$ cat config.mk
export PLATFORM = sky130hd
export DESIGN_NAME = stpcs_prescaler
export DESIGN_NICKNAME = d
export VERILOG_FILES = /design/src/rtl/stpcs_prescaler.v
export VERILOG_INCLUDE_DIRS = /design/src /design/src/pkg
export SDC_FILE = /design/constraint.sdc
export NUM_CORES = 1
export LEC_CHECK = 0
export BUFFER_PORTS_ARGS = -buffer_cell sky130_fd_sc_hd__buf_2
export CORE_MARGIN = 1.5
export CORE_UTILIZATION = 32
export DETAILED_ROUTE_END_ITERATION = 8
export SYNTH_ARGS = -nofsm -noshare
export SYNTH_HDL_FRONTEND = slang
export SYNTH_SLANG_ARGS = --single-unit
$ cat constraint.sdc
create_clock -name clk_sys -period 2.5 [get_ports clk_sys]
set_input_delay 0.125 -clock clk_sys [delete_from_list [all_inputs] [get_ports clk_sys]]
set_output_delay 0.125 -clock clk_sys [all_outputs]
set_load 0.02 [all_outputs]
$ cat src/pkg/stpcs_defs.vh
// Constants for the shared timer prescaler and clock select block.
// Assumes inclusion by the single design file; definitions only.
`ifndef STPCS_DEFS_VH
`define STPCS_DEFS_VH

// ==========================================================
// Register map (byte addresses on the AXI4-Lite slave)
`define STPCS_ADDR_W        9
// Sync control sits at four times its index; the other two follow it
`define STPCS_OFF_GSYNC     9'h10C
`define STPCS_OFF_CLKSEL    9'h110
`define STPCS_OFF_STATUS    9'h114
// Printed offset of the sync control register, kept as its index
`define STPCS_IDX_GSYNC     8'h43

// ==========================================================
// Sync control fields
`define STPCS_BIT_HOLD      7
`define STPCS_BIT_ASYNCRST  1
`define STPCS_BIT_SHARERST  0
`define STPCS_GSYNC_RESET   8'h00

// ==========================================================
// Clock select field layout and codes
`define STPCS_CS_W          3
`define STPCS_CS0_LSB       0
`define STPCS_CS1_LSB       4
`define STPCS_CS_STOP       3'h0
`define STPCS_CS_DIRECT     3'h1
`define STPCS_CS_DIV8       3'h2
`define STPCS_CS_DIV64      3'h3
`define STPCS_CS_DIV256     3'h4
`define STPCS_CS_DIV1024    3'h5
`define STPCS_CS_EXTFALL    3'h6
`define STPCS_CS_EXTRISE    3'h7

// ==========================================================
// Prescaler taps (terminal count per divisor, 10-bit counter)
`define STPCS_PRE_W         10
`define STPCS_TAP8          10'h007
`define STPCS_TAP64         10'h03F
`define STPCS_TAP256        10'h0FF
`define STPCS_TAP1024       10'h3FF

// ==========================================================
// AXI responses
`define STPCS_RESP_OKAY     2'h0
`define STPCS_RESP_SLVERR   2'h2

`endif

$ cat src/rtl/stpcs_prescaler.v
// Shared free-running prescaler and per-timer clock select for two timers.
// Assumes one 250 MHz clock, software on AXI4-Lite, external count pins
// asynchronous to clk_sys.
`timescale 1ns/1ps
`include "stpcs_defs.vh"

module stpcs_prescaler #(
	parameter PRE_W = `STPCS_PRE_W
) (
	input  wire        clk_sys,
	input  wire        reset,
	input  wire        clkEn,
	input  wire [1:0]  externalCountPin,
	output reg  [1:0]  timerCountClock,
	output reg         asyncPrescalerReset,
	input  wire [`STPCS_ADDR_W-1:0] s_axi_awaddr,
	input  wire        s_axi_awvalid,
	output reg         s_axi_awready,
	input  wire [31:0] s_axi_wdata,
	input  wire [3:0]  s_axi_wstrb,
	input  wire        s_axi_wvalid,
	output reg         s_axi_wready,
	output reg  [1:0]  s_axi_bresp,
	output reg         s_axi_bvalid,
	input  wire        s_axi_bready,
	input  wire [`STPCS_ADDR_W-1:0] s_axi_araddr,
	input  wire        s_axi_arvalid,
	output reg         s_axi_arready,
	output reg  [31:0] s_axi_rdata,
	output reg  [1:0]  s_axi_rresp,
	output reg         s_axi_rvalid,
	input  wire        s_axi_rready
);

	// ==========================================================
	// Sizes
	localparam N_TIMER = 2;
	localparam N_TAP   = 4;

	// ==========================================================
	// Registers
	reg                syncHoldMode;
	reg                sharedPrescalerReset;
	reg                asyncResetBit;
	reg  [2:0]         clockSourceField0;
	reg  [2:0]         clockSourceField1;
	reg  [PRE_W-1:0]   preCount;
	reg  [`STPCS_ADDR_W-1:0] awAddr;
	reg                awHeld;
	reg  [31:0]        wData;
	reg  [3:0]         wStrb;
	reg                wHeld;
	reg  [31:0]        readWord;
	reg  [1:0]         readResp;
	wire [N_TIMER-1:0] gatedTick;

	// ==========================================================
	// AXI4-Lite write path: address and data taken in either order
	wire doWrite = awHeld && wHeld && !s_axi_bvalid;
	wire wrGsync = doWrite && (awAddr == `STPCS_OFF_GSYNC) && wStrb[0];
	wire wrSel   = doWrite && (awAddr == `STPCS_OFF_CLKSEL) && wStrb[0];
	wire wrKnown = (awAddr == `STPCS_OFF_GSYNC) || (awAddr == `STPCS_OFF_CLKSEL)
		|| (awAddr == `STPCS_OFF_STATUS);

	// Address side, held until the response goes out
	always @(posedge clk_sys) begin
		if (reset) begin
			awHeld <= 1'b0;
			awAddr <= {`STPCS_ADDR_W{1'b0}};
		end else if (clkEn) begin
			if (doWrite) begin
				awHeld <= 1'b0;
			end else if (s_axi_awvalid && s_axi_awready) begin
				awHeld <= 1'b1;
				awAddr <= s_axi_awaddr;
			end
		end
	end

	// Data side, held until the response goes out
	always @(posedge clk_sys) begin
		if (reset) begin
			wHeld <= 1'b0;
			wData <= 32'h00000000;
			wStrb <= 4'h0;
		end else if (clkEn) begin
			if (doWrite) begin
				wHeld <= 1'b0;
			end else if (s_axi_wvalid && s_axi_wready) begin
				wHeld <= 1'b1;
				wData <= s_axi_wdata;
				wStrb <= s_axi_wstrb;
			end
		end
	end

	// Response stands until the master takes it
	always @(posedge clk_sys) begin
		if (reset) begin
			s_axi_bvalid <= 1'b0;
			s_axi_bresp  <= `STPCS_RESP_OKAY;
		end else if (clkEn) begin
			if (doWrite) begin
				s_axi_bvalid <= 1'b1;
				s_axi_bresp  <= wrKnown ? `STPCS_RESP_OKAY : `STPCS_RESP_SLVERR;
			end else if (s_axi_bvalid && s_axi_bready) begin
				s_axi_bvalid <= 1'b0;
			end
		end
	end

	// ==========================================================
	// Handshake readies, one-cycle pulses
	always @(posedge clk_sys) begin
		if (reset) begin
			s_axi_awready <= 1'b0;
		end else if (clkEn) begin
			s_axi_awready <= !awHeld && !s_axi_awready && s_axi_awvalid;
		end
	end

	always @(posedge clk_sys) begin
		if (reset) begin
			s_axi_wready <= 1'b0;
		end else if (clkEn) begin
			s_axi_wready <= !wHeld && !s_axi_wready && s_axi_wvalid;
		end
	end

	// No new address while a read answer still stands
	always @(posedge clk_sys) begin
		if (reset) begin
			s_axi_arready <= 1'b0;
		end else if (clkEn) begin
			s_axi_arready <= !s_axi_arready && !s_axi_rvalid && s_axi_arvalid;
		end
	end

	// ==========================================================
	// Sync control register
	always @(posedge clk_sys) begin
		if (reset) begin
			syncHoldMode <= 1'b0;
		end else if (clkEn && wrGsync) begin
			syncHoldMode <= wData[`STPCS_BIT_HOLD];
		end
	end

	// Written value stands one cycle, or for as long as hold is set
	always @(posedge clk_sys) begin
		if (reset) begin
			sharedPrescalerReset <= 1'b0;
		end else if (clkEn) begin
			if (wrGsync) begin
				sharedPrescalerReset <= wData[`STPCS_BIT_SHARERST];
			end else if (!syncHoldMode) begin
				sharedPrescalerReset <= 1'b0;
			end
		end
	end

	always @(posedge clk_sys) begin
		if (reset) begin
			asyncResetBit <= 1'b0;
		end else if (clkEn) begin
			if (wrGsync) begin
				asyncResetBit <= wData[`STPCS_BIT_ASYNCRST];
			end else if (!syncHoldMode) begin
				asyncResetBit <= 1'b0;
			end
		end
	end

	// ==========================================================
	// Clock select register
	always @(posedge clk_sys) begin
		if (reset) begin
			clockSourceField0 <= `STPCS_CS_STOP;
			clockSourceField1 <= `STPCS_CS_STOP;
		end else if (clkEn && wrSel) begin
			clockSourceField0 <= wData[`STPCS_CS0_LSB +: `STPCS_CS_W];
			clockSourceField1 <= wData[`STPCS_CS1_LSB +: `STPCS_CS_W];
		end
	end

	// ==========================================================
	// Read word select; unmapped addresses read zero with an error
	always @* begin
		readWord = 32'h00000000;
		readResp = `STPCS_RESP_OKAY;
		case (s_axi_araddr)
		`STPCS_OFF_GSYNC: begin
			readWord = {24'h000000, syncHoldMode, 5'h00,
				asyncResetBit, sharedPrescalerReset};
		end
		`STPCS_OFF_CLKSEL: begin
			readWord = {25'h0000000, clockSourceField1, 1'b0,
				clockSourceField0};
		end
		`STPCS_OFF_STATUS: begin
			readWord = {20'h00000, 2'h0, preCount};
		end
		default: begin
			readResp = `STPCS_RESP_SLVERR;
		end
		endcase
	end

	// ==========================================================
	// AXI4-Lite read path
	always @(posedge clk_sys) begin
		if (reset) begin
			s_axi_rvalid <= 1'b0;
			s_axi_rdata  <= 32'h00000000;
			s_axi_rresp  <= `STPCS_RESP_OKAY;
		end else if (clkEn) begin
			if (s_axi_arvalid && s_axi_arready) begin
				s_axi_rvalid <= 1'b1;
				s_axi_rdata  <= readWord;
				s_axi_rresp  <= readResp;
			end else if (s_axi_rvalid && s_axi_rready) begin
				s_axi_rvalid <= 1'b0;
			end
		end
	end

	// ==========================================================
	// Shared prescaler, never touched by the clock selects
	// A tap fires when its low counter bits are all ones; smallest first
	wire [N_TAP*PRE_W-1:0] tapMask = {`STPCS_TAP1024, `STPCS_TAP256,
		`STPCS_TAP64, `STPCS_TAP8};
	wire [N_TAP-1:0]       tapTick;
	genvar j;
	generate
		for (j = 0; j < N_TAP; j = j + 1) begin : gTap
			wire [PRE_W-1:0] mask = tapMask[j*PRE_W +: PRE_W];
			assign tapTick[j] = (preCount & mask) == mask;
		end
	endgenerate
	wire             tick8    = tapTick[0];
	wire             tick64   = tapTick[1];
	wire             tick256  = tapTick[2];
	wire             tick1024 = tapTick[3];

	always @(posedge clk_sys) begin
		if (reset) begin
			preCount <= {PRE_W{1'b0}};
		end else if (clkEn) begin
			if (sharedPrescalerReset) begin
				preCount <= {PRE_W{1'b0}};
			end else begin
				preCount <= preCount + 1'b1;
			end
		end
	end

	always @(posedge clk_sys) begin
		if (reset) begin
			asyncPrescalerReset <= 1'b0;
		end else if (clkEn) begin
			asyncPrescalerReset <= asyncResetBit;
		end
	end

	// ==========================================================
	// Per timer pin synchroniser, edge detector and select
	// Negative-phase latch is folded into the first stage: a rising-edge
	// chain gives the same 2.5..3.5 cycle window at this rate.
	genvar t;
	generate
		for (t = 0; t < N_TIMER; t = t + 1) begin : gTimer
			reg  [2:0] pinSync;
			reg        pinPrev;
			wire [2:0] sel = (t == 0) ? clockSourceField0 : clockSourceField1;
			reg        next_tick;

			wire agreed = (pinSync[1] == pinSync[2]);

			// Only the last two stages are compared; the first may be metastable
			always @(posedge clk_sys) begin
				if (reset) begin
					pinSync <= 3'h0;
				end else if (clkEn) begin
					pinSync <= {pinSync[1:0], externalCountPin[t]};
				end
			end

			// Reset low matches an idle pin, so no false edge after reset
			always @(posedge clk_sys) begin
				if (reset) begin
					pinPrev <= 1'b0;
				end else if (clkEn && agreed) begin
					pinPrev <= pinSync[2];
				end
			end
			wire rise   = agreed && pinSync[2] && !pinPrev;
			wire fall   = agreed && !pinSync[2] && pinPrev;

			always @* begin
				case (sel)
				`STPCS_CS_STOP:     next_tick = 1'b0;
				`STPCS_CS_DIRECT:   next_tick = 1'b1;
				`STPCS_CS_DIV8:     next_tick = tick8;
				`STPCS_CS_DIV64:    next_tick = tick64;
				`STPCS_CS_DIV256:   next_tick = tick256;
				`STPCS_CS_DIV1024:  next_tick = tick1024;
				`STPCS_CS_EXTFALL:  next_tick = fall;
				`STPCS_CS_EXTRISE:  next_tick = rise;
				default:            next_tick = 1'b0;
				endcase
			end

			// Only prescaled ticks are held off; direct and pin clocks bypass
			assign gatedTick[t] = next_tick && !(sharedPrescalerReset
				&& sel >= `STPCS_CS_DIV8 && sel <= `STPCS_CS_DIV1024);
		end
	endgenerate

	// ==========================================================
	// Timer clock outputs, each pulse stands one cycle
	always @(posedge clk_sys) begin
		if (reset) begin
			timerCountClock <= 2'h0;
		end else if (clkEn) begin
			timerCountClock <= gatedTick;
		end
	end

endmodule // stpcs_prescaler

==> reports/metrics.yaml, run 1 <==
final_layout:
  fillers: 1038
  drive_gt1_frac: 0.198
  final_cell_count_no_fill: 552
  final_common_cell: "dfxtp_1"
  ff_latch_area_sq_um: 1320
  n_antenna_cell: 0
  multi_input_area_sq_um: 1660
  area_delta_synth_final_pct: 15.2
  final_cell_mix: "dfxtp_1, buf_2, nor2_1"
  nets: 484
logic_synthesis:
  synthSimpleGateAreaFrac: 0.220
  synth_edf_count: 0
  synth_compound_area_frac: 0.143
  yosysWarnings: 0
  synth_area_per_cell_sq_um: 8.83
  synth_xor_area_frac: 0.0217
  async_flop_share: 0
  ys_seq_area_frac: 0.410
  synthCells: 365
  synth_adder_area_share: 0.0233
  synth_ff_type: "dfxtp_1"
  ys_seq_elements: 66
  synth_top_family_by_area: "simple AND/OR/NAND/NOR gates"
  synth_cell_types: 52
  synth_area_sq_um: 3220
  synth.area.mux_share: 0.0808
routing:
  vias: 2634
  routed_wl_mm: 6.89
  drc_errors: 0
  vias_per_cell: 4.77
  first_pass_iters: 4
  wire_per_inst_um: 12.5
  antenna_left: 0
  drtIter0Drc: 112
min_path:
  hp-class: "input pin to flip-flop"
  worstHoldStart: "s_axi_wdata[0]"
die:
  coreArea_sq_um: 9770
  fp.dieW_um: 103
  die-area_sq_um: 10700
  pin_count: 108
  initial_core_util: 0.330
  rows: 36
  chipHeight_um: 103
timing:
  fin_ws_ns: 0.853
  setup-tns-final_ns: 0
  worst_pin_slew_ns: 0.634
  finalWorstPathRequiredPeriod_ns: 1.65
  fin_crit_sh: 0.659
  timing.fmax_mhz: 607
  rsz0062_at_grt: "false"
  setup_viol: 0
  hold-worst-slack_ns: 0.0162
  fin_skew_ns: 0.00727
  hold_viol_final: 0
  drv_slew: 0
  max-slew-margin-rel: 0.578
cts:
  cts.hold.buffers_added: 0
  cts_tree: "built"
  clock_sinks: 66
  cts_max_level: 3
  cts.reportedPaths.clkPinSlew_ns: 0.07
  cts_buffers: 9
  cts_root_buf: "clkbuf_8"
  cts_setup_buffers: 0
  clk_latency_ns: 0.34
  cts_max_path_buffers: 2
  post_cts_resize_count: 0
placement:
  dp_cells: 536
  detailedPlacementHpwl_mm: 5.09
  io_buffers: 55
  place.gp.congestion: 0.817
  dp_slack_ns: 0.867
power_and_ir_drop:
  ir_drop_v: 0.000317
  pwr_density_cell_nw_per_um2: 618
  leakagePower_nw: 1.50
critical_path:
  crit_start: "preCount[0]$_SDFFE_PP0P_"
  crit_path_max_fanout: 6
  rr_startpoint: "preCount[0]$_SDFFE_PP0P_"
  endpoint_kind: "flip-flop"
  crit_required_ns: 2.75
  critPathLaunchType: "flip-flop"
  critPathArrivalTime_ns: 1.89
  critPathKind: "flip-flop to flip-flop"
global_routing:
  grt_usage: 0.136
  antenna_found_initial: 0
  grt_max_degree: 36
  grt_overflow: 0
  grt_first_pass_wirelength_mm: 11.3
  grt_pass1_vias: 2425
outcome:
  status: "finished clean"
job:
  cap_viol_max_count: 0
==> metrics by stage <==
stage / total power [mW] / cell area, sq um / util
after floorplan: 1.25 / 3310 / -
after global placement: 1.27 / 3470 / 0.355
after detailed placement: 1.27 / 3470 / 0.355
after CTS: 2.32 / 3710 / 0.380
after global routing: 2.40 / 3710 / 0.380
final: 2.29 / 3710 / 0.380
==> logic make-up after synthesis <==
| family | count (synthesis) |
|---|---|
| compound gates | 74 |
| xor+xnor | 8 |
| fa+ha+maj | 6 |
| buf+inv | 50 |
| flops | 66 |
| mux | 26 |
| other cells | 1 |
| simple gates | 134 |
==> cell type report <==
class | instances | area share
Multi-Input combinational cell | 272 | 0.448
Clock inverter | 4 | 0.0195
Sequential cell | 66 | 0.356
Timing Repair Buffer | 58 | 0.0802
Clock buffer | 12 | 0.0445
Inverter | 7 | 0.00708
Tap cell | 133 | 0.0448
==> registers in the layout, summed over array words and instances, names as in the netlist, 2 cells and up <==
signal / flops
s_axi_rdata: 10
timerCountClock: 2
clockSourceField1: 3
gTimer.pinPrev: 2
gTimer.pinSync: 6
preCount: 10
clockSourceField0: 3
wData: 7
awAddr: 9
==> final timing paths <==
| kind | endpoint | slack (ns) | cells past startpoint |
|---|---|---|---|
| worst max register to register | timerCountClock[1]$_SDFFE_PP0P_ | 0.85 | 5 |
| worst min register to register | s_axi_rdata[5]$_SDFFE_PP0P_ | 0.46 | 2 |
| worst min-delay path | wData[0]$_SDFFE_PP0P_ | 0.02 | 3 |
| worst max-delay path | timerCountClock[1]$_SDFFE_PP0P_ | 0.85 | 5 |
==> synth_stat cells, drive strengths merged (6+ instances only) <==
library cell  count  area [sq um]
mux2i            26           260
inv               7          26.3
xor2              6          52.6
ha                6          75.1
clkbuf           10          58.8
buf              33           239
nor3              7          35.0
a21oi            26           130
nor2             43           164
o21ai            23           115
nand2            25          93.8
nor2b             7          43.8
dfxtp            66          1320
nand3            18           103
==> worst max-delay path, stage by stage, from the launching register on <==
cell      delay, ns
dfxtp_1        0.39
ha_1           0.21
nand3_1        0.18
o311ai_0       0.35
a21oi_1        0.13
o32ai_1        0.29
==> where the power goes <==
group,switching (mW),internal [mW]
sequential,0.0142,1.07
combinational,0.110,0.0590
clock,0.403,0.642
total,0.527,1.77
==> routing by layer <==
metal,vias up,track usage,wire [um]
met5,-,0,0
met2,87,0.227,3160
met1,1204,0.164,3260
met4,0,0.0426,70
li1,1334,-,-
met3,9,0.0457,404
Power figures use the tool's default switching activity.
==> run 2, diff against run 1 <==
==> constraint.sdc (replaced) <==
create_clock -name clk_sys -period 1.7 [get_ports clk_sys]
set_input_delay 0.085 -clock clk_sys [delete_from_list [all_inputs] [get_ports clk_sys]]
set_output_delay 0.085 -clock clk_sys [all_outputs]
set_load 0.02 [all_outputs]
==> run 2 against run 1 <==
Effect of this change: sequential share of layout area is 1.9 points lower; register-to-register slack worse by 0.73 ns; design area is 5.6% higher; routed wire length is 2.8% higher; clock-buffer cell count is 1 higher; clock skew hardly changed.
==> reports/metrics.yaml, run 2 (synthesized netlist as in run 1, its figures left out) <==
placement:
  place.gp.congestion: 0.788  # was 0.817
  io_buffers: 55  # unchanged
  dp_slack_ns: 0.0938  # was 0.867 ns
  detailedPlacementHpwl_mm: 5.18  # was 5.09 mm
  placed_area_sq_um: 3530  # was 3470 sq um
job:
  cap_viol_max_count: 0  # unchanged
timing:
  hold-worst-slack_ns: 0.0102  # was 0.0162 ns
  hold_viol_final: 0  # unchanged
  timing.fmax_mhz: 634  # was 607 MHz
  worst_pin_slew_ns: 0.545  # was 0.634 ns
  max-slew-margin-rel: 0.637  # was 0.578
  drv_slew: 0  # unchanged
  fin_ws_ns: 0.123  # was 0.853 ns
  finalWorstPathRequiredPeriod_ns: 1.58  # was 1.65 ns
  setup_viol: 0  # unchanged
  fin_crit_sh: 0.928  # was 0.659
  fin_skew_ns: 0.00735  # was 0.00727 ns
  setup-tns-final_ns: 0  # unchanged
die:
  fp.dieW_um: 103  # unchanged
  initial_core_util: 0.330  # unchanged
  pin_count: 108  # unchanged
  rows: 36  # unchanged
  chipHeight_um: 103  # unchanged
  die-area_sq_um: 10700  # unchanged
  coreArea_sq_um: 9770  # unchanged
critical_path:
  cp_slowest_cell: "dfxtp_1"  # unchanged
  critical-path-top-delay-family: "compound AO/OA/AOI/OAI gates"  # unchanged
  critPathLaunchType: "flip-flop"  # unchanged
  critPathKind: "flip-flop to flip-flop"  # unchanged
  endpoint_kind: "flip-flop"  # unchanged
  crit_required_ns: 1.96  # was 2.75 ns
  critPathArrivalTime_ns: 1.84  # was 1.89 ns
  path_buf_inv: 0  # unchanged
  slowest_delay_ns: 0.38  # was 0.39 ns
  crit_chain: "ha_1 > nand3_1 > o41ai_1 > a21oi_1 > o31ai_1"  # was ha_1 > nand3_1 > o311ai_0 > a21oi_1 > o32ai_1
  crit_path_max_fanout: 6  # unchanged
final_layout:
  final_common_cell: "dfxtp_1"  # unchanged
  top_regs: "preCount: 10 flops, s_axi_rdata: 10 flops, awAddr: 9 flops"  # unchanged
  n_antenna_cell: 0  # unchanged
  multi_input_area_sq_um: 1670  # was 1660 sq um
  drive_gt1_frac: 0.201  # was 0.198
  fillers: 1016  # was 1,038
  final_cell_mix: "dfxtp_1, buf_2, nor2_1"  # unchanged
  final_area_sq_um: 3920  # was 3710 sq um
  area_delta_synth_final_pct: 21.7  # was 15.2%
  nets: 512  # was 484
  ff_latch_area_sq_um: 1320  # unchanged
global_routing:
  antenna_found_initial: 0  # unchanged
  grt_max_degree: 32  # was 36
  grt_usage: 0.140  # was 0.136
  grt_first_pass_wirelength_mm: 11.6  # was 11.3 mm
  grt_pass1_vias: 2551  # was 2,425
  grt_overflow: 0  # unchanged
routing:
  vias: 2732  # was 2,634
  antenna_left: 0  # unchanged
  vias_per_cell: 4.71  # was 4.77
  wire_per_inst_um: 12.2  # was 12.5 um
  drc_errors: 0  # unchanged
  drtIter0Drc: 84  # was 112
  routed_wl_mm: 7.09  # was 6.89 mm
  first_pass_iters: 4  # unchanged
cts:
  clk_latency_ns: 0.35  # was 0.34 ns
  clock_sinks: 66  # unchanged
  cts_max_level: 3  # unchanged
  cts_buffers: 9  # unchanged
  cts.reportedPaths.clkPinSlew_ns: 0.06  # was 0.07 ns
  cts_root_buf: "clkbuf_8"  # unchanged
  cts_max_path_buffers: 2  # unchanged
  cts_tree: "built"  # unchanged
power_and_ir_drop:
  leakagePower_nw: 1.60  # was 1.50 nW
  pwr_density_cell_nw_per_um2: 793  # was 618 nW/um^2
  ir_drop_v: 0.000436  # was 0.000317 V
outcome:
  status: "finished clean"  # unchanged
min_path:
  hp-class: "input pin to flip-flop"  # unchanged
run 2: changes by cell type in the layout (fill, tap and decap cells not counted), sizes merged:
cell,delta
clkinvlp,-1
clkinv,+1
bufinv,-1
clkbuf,+1
dlygate4sd3,+19
buf,+9
run 2: routing by layer:
layer / wire length (um) / GRT usage / vias up
met5: 0 / 0 / -
met4: 57 / 0.0343 / 0
met3: 360 / 0.0491 / 8
met2: 3390 / 0.243 / 73
met1: 3280 / 0.166 / 1257
li1: - / - / 1394
run 2: through the flow:
stage               instances   util  power, mW
floorplan                 388      -       1.84
global placement          544  0.362       1.87
detailed placement        544  0.362       1.87
CTS                       579  0.399       3.14
global route              580  0.401       3.24
finish                    580  0.401       3.11
run 2: tightest hold or removal path: stages:
cell	delay (ns)
buf_2	0.07
nand2_1	0.04
nand2_1	0.05
a21oi_1	0.05
run 2: where the power goes:
| group | leakage (nW) | total, mW | switching (mW) | internal [mW] |
|---|---|---|---|---|
| clock network | 0.0914 | 1.24 | 0.562 | 0.675 |
| logic | 0.977 | 0.282 | 0.166 | 0.116 |
| registers | 0.533 | 1.59 | 0.0209 | 1.57 |
| total | 1.60 | 3.11 | 0.748 | 2.36 |
run 2: cell type report:
class | instances | area share
clock buffer | 13 | 0.0354
multi-input combinational | 272 | 0.426
inverter | 7 | 0.00670
tap | 133 | 0.0425
sequential | 66 | 0.337
timing repair buffer | 86 | 0.142
clock inverter | 3 | 0.0102
run 2: final timing paths:
kind	start	to	slack, ns	cells after the start
worst max register to register	preCount[0]$_SDFFE_PP0P_	timerCountClock[0]$_SDFFE_PP0P_	0.12	5
worst min-delay path	s_axi_rready	s_axi_rvalid$_SDFFE_PP0P_	0.01	4
worst min register to register	timerCountClock[0]$_SDFFE_PP0P_	timerCountClock[0]$_SDFFE_PP0P_	0.46	2
worst max-delay path	preCount[0]$_SDFFE_PP0P_	timerCountClock[0]$_SDFFE_PP0P_	0.12	5
run 2: repair_timing:
action                                 4_1_cts  5_1_grt
buffers inserted                             0        1
endpoints found under the hold margin       19        0
setup endpoints to repair                    0       10
resized for setup                            0        3
hold buffers                                19        0
==> run 3, diff against run 2 <==
--- a/config.mk
+++ b/config.mk
@@ -7,9 +7,13 @@
 export NUM_CORES = 1
 export LEC_CHECK = 0
 export BUFFER_PORTS_ARGS = -buffer_cell sky130_fd_sc_hd__buf_2
+export CELL_PAD_IN_SITES_DETAIL_PLACEMENT = 0
+export CELL_PAD_IN_SITES_GLOBAL_PLACEMENT = 1
 export CORE_MARGIN = 1.5
 export CORE_UTILIZATION = 32
 export DETAILED_ROUTE_END_ITERATION = 8
+export GPL_ROUTABILITY_DRIVEN = 0
+export PLACE_DENSITY_LB_ADDON = 0.1
 export SYNTH_ARGS = -nofsm -noshare
 export SYNTH_HDL_FRONTEND = slang
 export SYNTH_SLANG_ARGS = --single-unit
==> run 3 against run 2 <==
Effect of this change: sequential power hardly changed; global-route usage is 1.4 points higher; first-iteration DRC count is 6.0% higher; power is 7.8% higher; die area stayed put; critical endpoint is now timerCountClock[1]$_SDFFE_PP0P_; highest routed layer unchanged.
==> reports/metrics.yaml, run 3 (synthesized netlist as in run 1, its figures left out) <==
placement:
  detailedPlacementHpwl_mm: 5.66  # was 5.18 mm
  io_buffers: 55  # unchanged
  dp_slack_ns: 0.112  # was 0.0938 ns
  dp_cells: 549  # was 544
critical_path:
  rr_startpoint: "preCount[1]$_SDFFE_PP0P_"  # was preCount[0]$_SDFFE_PP0P_
  r2r-end: "timerCountClock[1]$_SDFFE_PP0P_"  # was timerCountClock[0]$_SDFFE_PP0P_
  crit_path_max_fanout: 6  # unchanged
  critPathKind: "flip-flop to flip-flop"  # unchanged
  crit_required_ns: 1.95  # was 1.96 ns
  endpoint_kind: "flip-flop"  # unchanged
  critPathArrivalTime_ns: 1.87  # was 1.84 ns
  ff2ff_path_depth: 5  # unchanged
  critPathLaunchType: "flip-flop"  # unchanged
  rrSetupSlack_ns: 0.08  # was 0.12 ns
cts:
  cts_buffers: 9  # unchanged
  cts_max_path_buffers: 2  # unchanged
  cts_max_level: 3  # unchanged
  cts.reportedPaths.clkPinSlew_ns: 0.08  # was 0.06 ns
  clk_latency_ns: 0.35  # about the same
  cts_root_buf: "clkbuf_8"  # unchanged
  cts_tree: "built"  # unchanged
  cts_setup_buffers: 0  # unchanged
  clock_sinks: 66  # unchanged
global_routing:
  grt_max_degree: 31  # was 32
  grt_pass1_vias: 2512  # was 2,551
  grt_overflow: 0  # unchanged
  antenna_found_initial: 0  # unchanged
  grt_usage: 0.154  # was 0.140
  grt_first_pass_wirelength_mm: 12.5  # was 11.6 mm
timing:
  drv_slew: 0  # unchanged
  timing.fmax_mhz: 619  # was 634 MHz
  fin_crit_sh: 0.950  # was 0.928
  fin_skew_ns: 0.0120  # was 0.00735 ns
  setup_viol: 0  # unchanged
  finalWorstPathRequiredPeriod_ns: 1.62  # was 1.58 ns
  fin_ws_ns: 0.0847  # was 0.123 ns
  max-slew-margin-rel: 0.571  # was 0.637
  hold_viol_final: 0  # unchanged
  setup-tns-final_ns: 0  # unchanged
  rsz0062_at_grt: "true"
  worst_pin_slew_ns: 0.644  # was 0.545 ns
final_layout:
  fillers: 1062  # was 1,016
  nets: 516  # was 512
  area_delta_synth_final_pct: 24.1  # was 21.7%
  final_cell_count_no_fill: 584  # was 580
  final_cell_mix: "dfxtp_1, buf_2, nor2_1"  # unchanged
  top_regs: "preCount: 10 flops, s_axi_rdata: 10 flops, awAddr: 9 flops"  # unchanged
  final_common_cell: "dfxtp_1"  # unchanged
  n_antenna_cell: 0  # unchanged
  drive_gt1_frac: 0.222  # was 0.201
min_path:
  min_path_cells: 4  # unchanged
  hp-class: "input pin to flip-flop"  # unchanged
  min_to: "s_axi_rvalid$_SDFFE_PP0P_"  # unchanged
  worstHoldStart: "s_axi_rready"  # unchanged
die:
  chipHeight_um: 103  # unchanged
  rows: 36  # unchanged
  initial_core_util: 0.330  # unchanged
  fp.dieW_um: 103  # unchanged
  coreArea_sq_um: 9770  # unchanged
  pin_count: 108  # unchanged
  die-area_sq_um: 10700  # unchanged
routing:
  vias_per_cell: 4.67  # was 4.71
  vias: 2729  # was 2,732
  met3_length_um: 248  # was 360 um
  routed_wl_mm: 7.82  # was 7.09 mm
  drc_errors: 0  # unchanged
  drtIter0Drc: 89  # was 84
  first_pass_iters: 4  # unchanged
  wire_per_inst_um: 13.4  # was 12.2 um
  antenna_left: 0  # unchanged
  routed.top_layer: "met4"  # unchanged
  route.met2.wl_mm: 3.78  # was 3.39 mm
  wl_met1_mm: 3.71  # was 3.28 mm
power_and_ir_drop:
  swShare: 0.250  # was 0.241
  switchingPower_mw: 0.840  # was 0.748 mW
  combPwrFrac: 0.087  # was 0.091
  power.internal_mw: 2.51  # was 2.36 mW
  seq_power_share: 0.474  # was 0.512
  pwr_density_cell_nw_per_um2: 838  # was 793 nW/um^2
  leakagePower_nw: 1.64  # was 1.60 nW
  report.power.total_mw: 3.35  # was 3.11 mW
  ir_drop_v: 0.000522  # was 0.000436 V
  clockPowerShare: 0.439  # was 0.398
outcome:
  status: "finished clean"  # unchanged
job:
  cap_viol_max_count: 0  # unchanged
run 3: metal layers:
metal,global-route usage,up-vias
met3,0.0370,9
met5,0,-
met2,0.247,47
met4,0.0499,0
li1,-,1399
met1,0.205,1274
run 3: power by group through the flow:
stage	clock network, mW	logic [mW]	registers (mW)
global route	1.58	0.326	1.59
global placement	0	0.259	1.62
floorplan	0	0.216	1.63
detailed placement	0	0.262	1.63
finish	1.47	0.292	1.59
CTS	1.52	0.295	1.59
run 3: metrics by stage:
step | util | hold WS [ns] | cell area, sq um
final | 0.409 | 0.0158 | 4000
after global routing | 0.409 | 0.0344 | 4000
after CTS | 0.407 | 0.000258 | 3980
after detailed placement | 0.365 | 0.327 | 3570
after global placement | 0.365 | 0.319 | 3570
after floorplan | - | 0.221 | 3310
run 3: repair_timing:
action	CTS	global route
endpoints found under the hold margin	19	0
resized for setup	0	5
endpoints found under the setup margin	0	11
hold buffers	19	0
run 3: worst max-delay path by stage:
stage                              from                                 to  slack (ns)
3_3_place_gp     awAddr[6]$_SDFFE_PP0P_  clockSourceField1[1]$_SDFFE_PP0P_        0.13
3_5_place_dp   preCount[1]$_SDFFE_PP0P_    timerCountClock[1]$_SDFFE_PP0P_        0.11
6_report       preCount[1]$_SDFFE_PP0P_    timerCountClock[1]$_SDFFE_PP0P_        0.08
5_1_grt        preCount[1]$_SDFFE_PP0P_    timerCountClock[1]$_SDFFE_PP0P_       -0.03
2_1_floorplan  preCount[0]$_SDFFE_PP0P_    timerCountClock[1]$_SDFFE_PP0P_        0.27
4_1_cts        preCount[1]$_SDFFE_PP0P_    timerCountClock[1]$_SDFFE_PP0P_        0.09
run 3: critical path, stage by stage, from the launching register on:
cell     delay, ns
dfxtp_1       0.38
ha_1          0.21
nand3_1       0.23
o41ai_2       0.36
a21oi_1       0.07
o32ai_1       0.26
run 3: area by class of cell:
type	instances	area (sq um)	share of cell area
Clock buffer	9	124	0.0310
Timing Repair Buffer	90	586	0.146
Inverter	7	26.3	0.00657
Sequential cell	66	1320	0.330
Multi-Input combinational cell	272	1680	0.421
Clock inverter	7	93.8	0.0235
Tap cell	133	166	0.0416
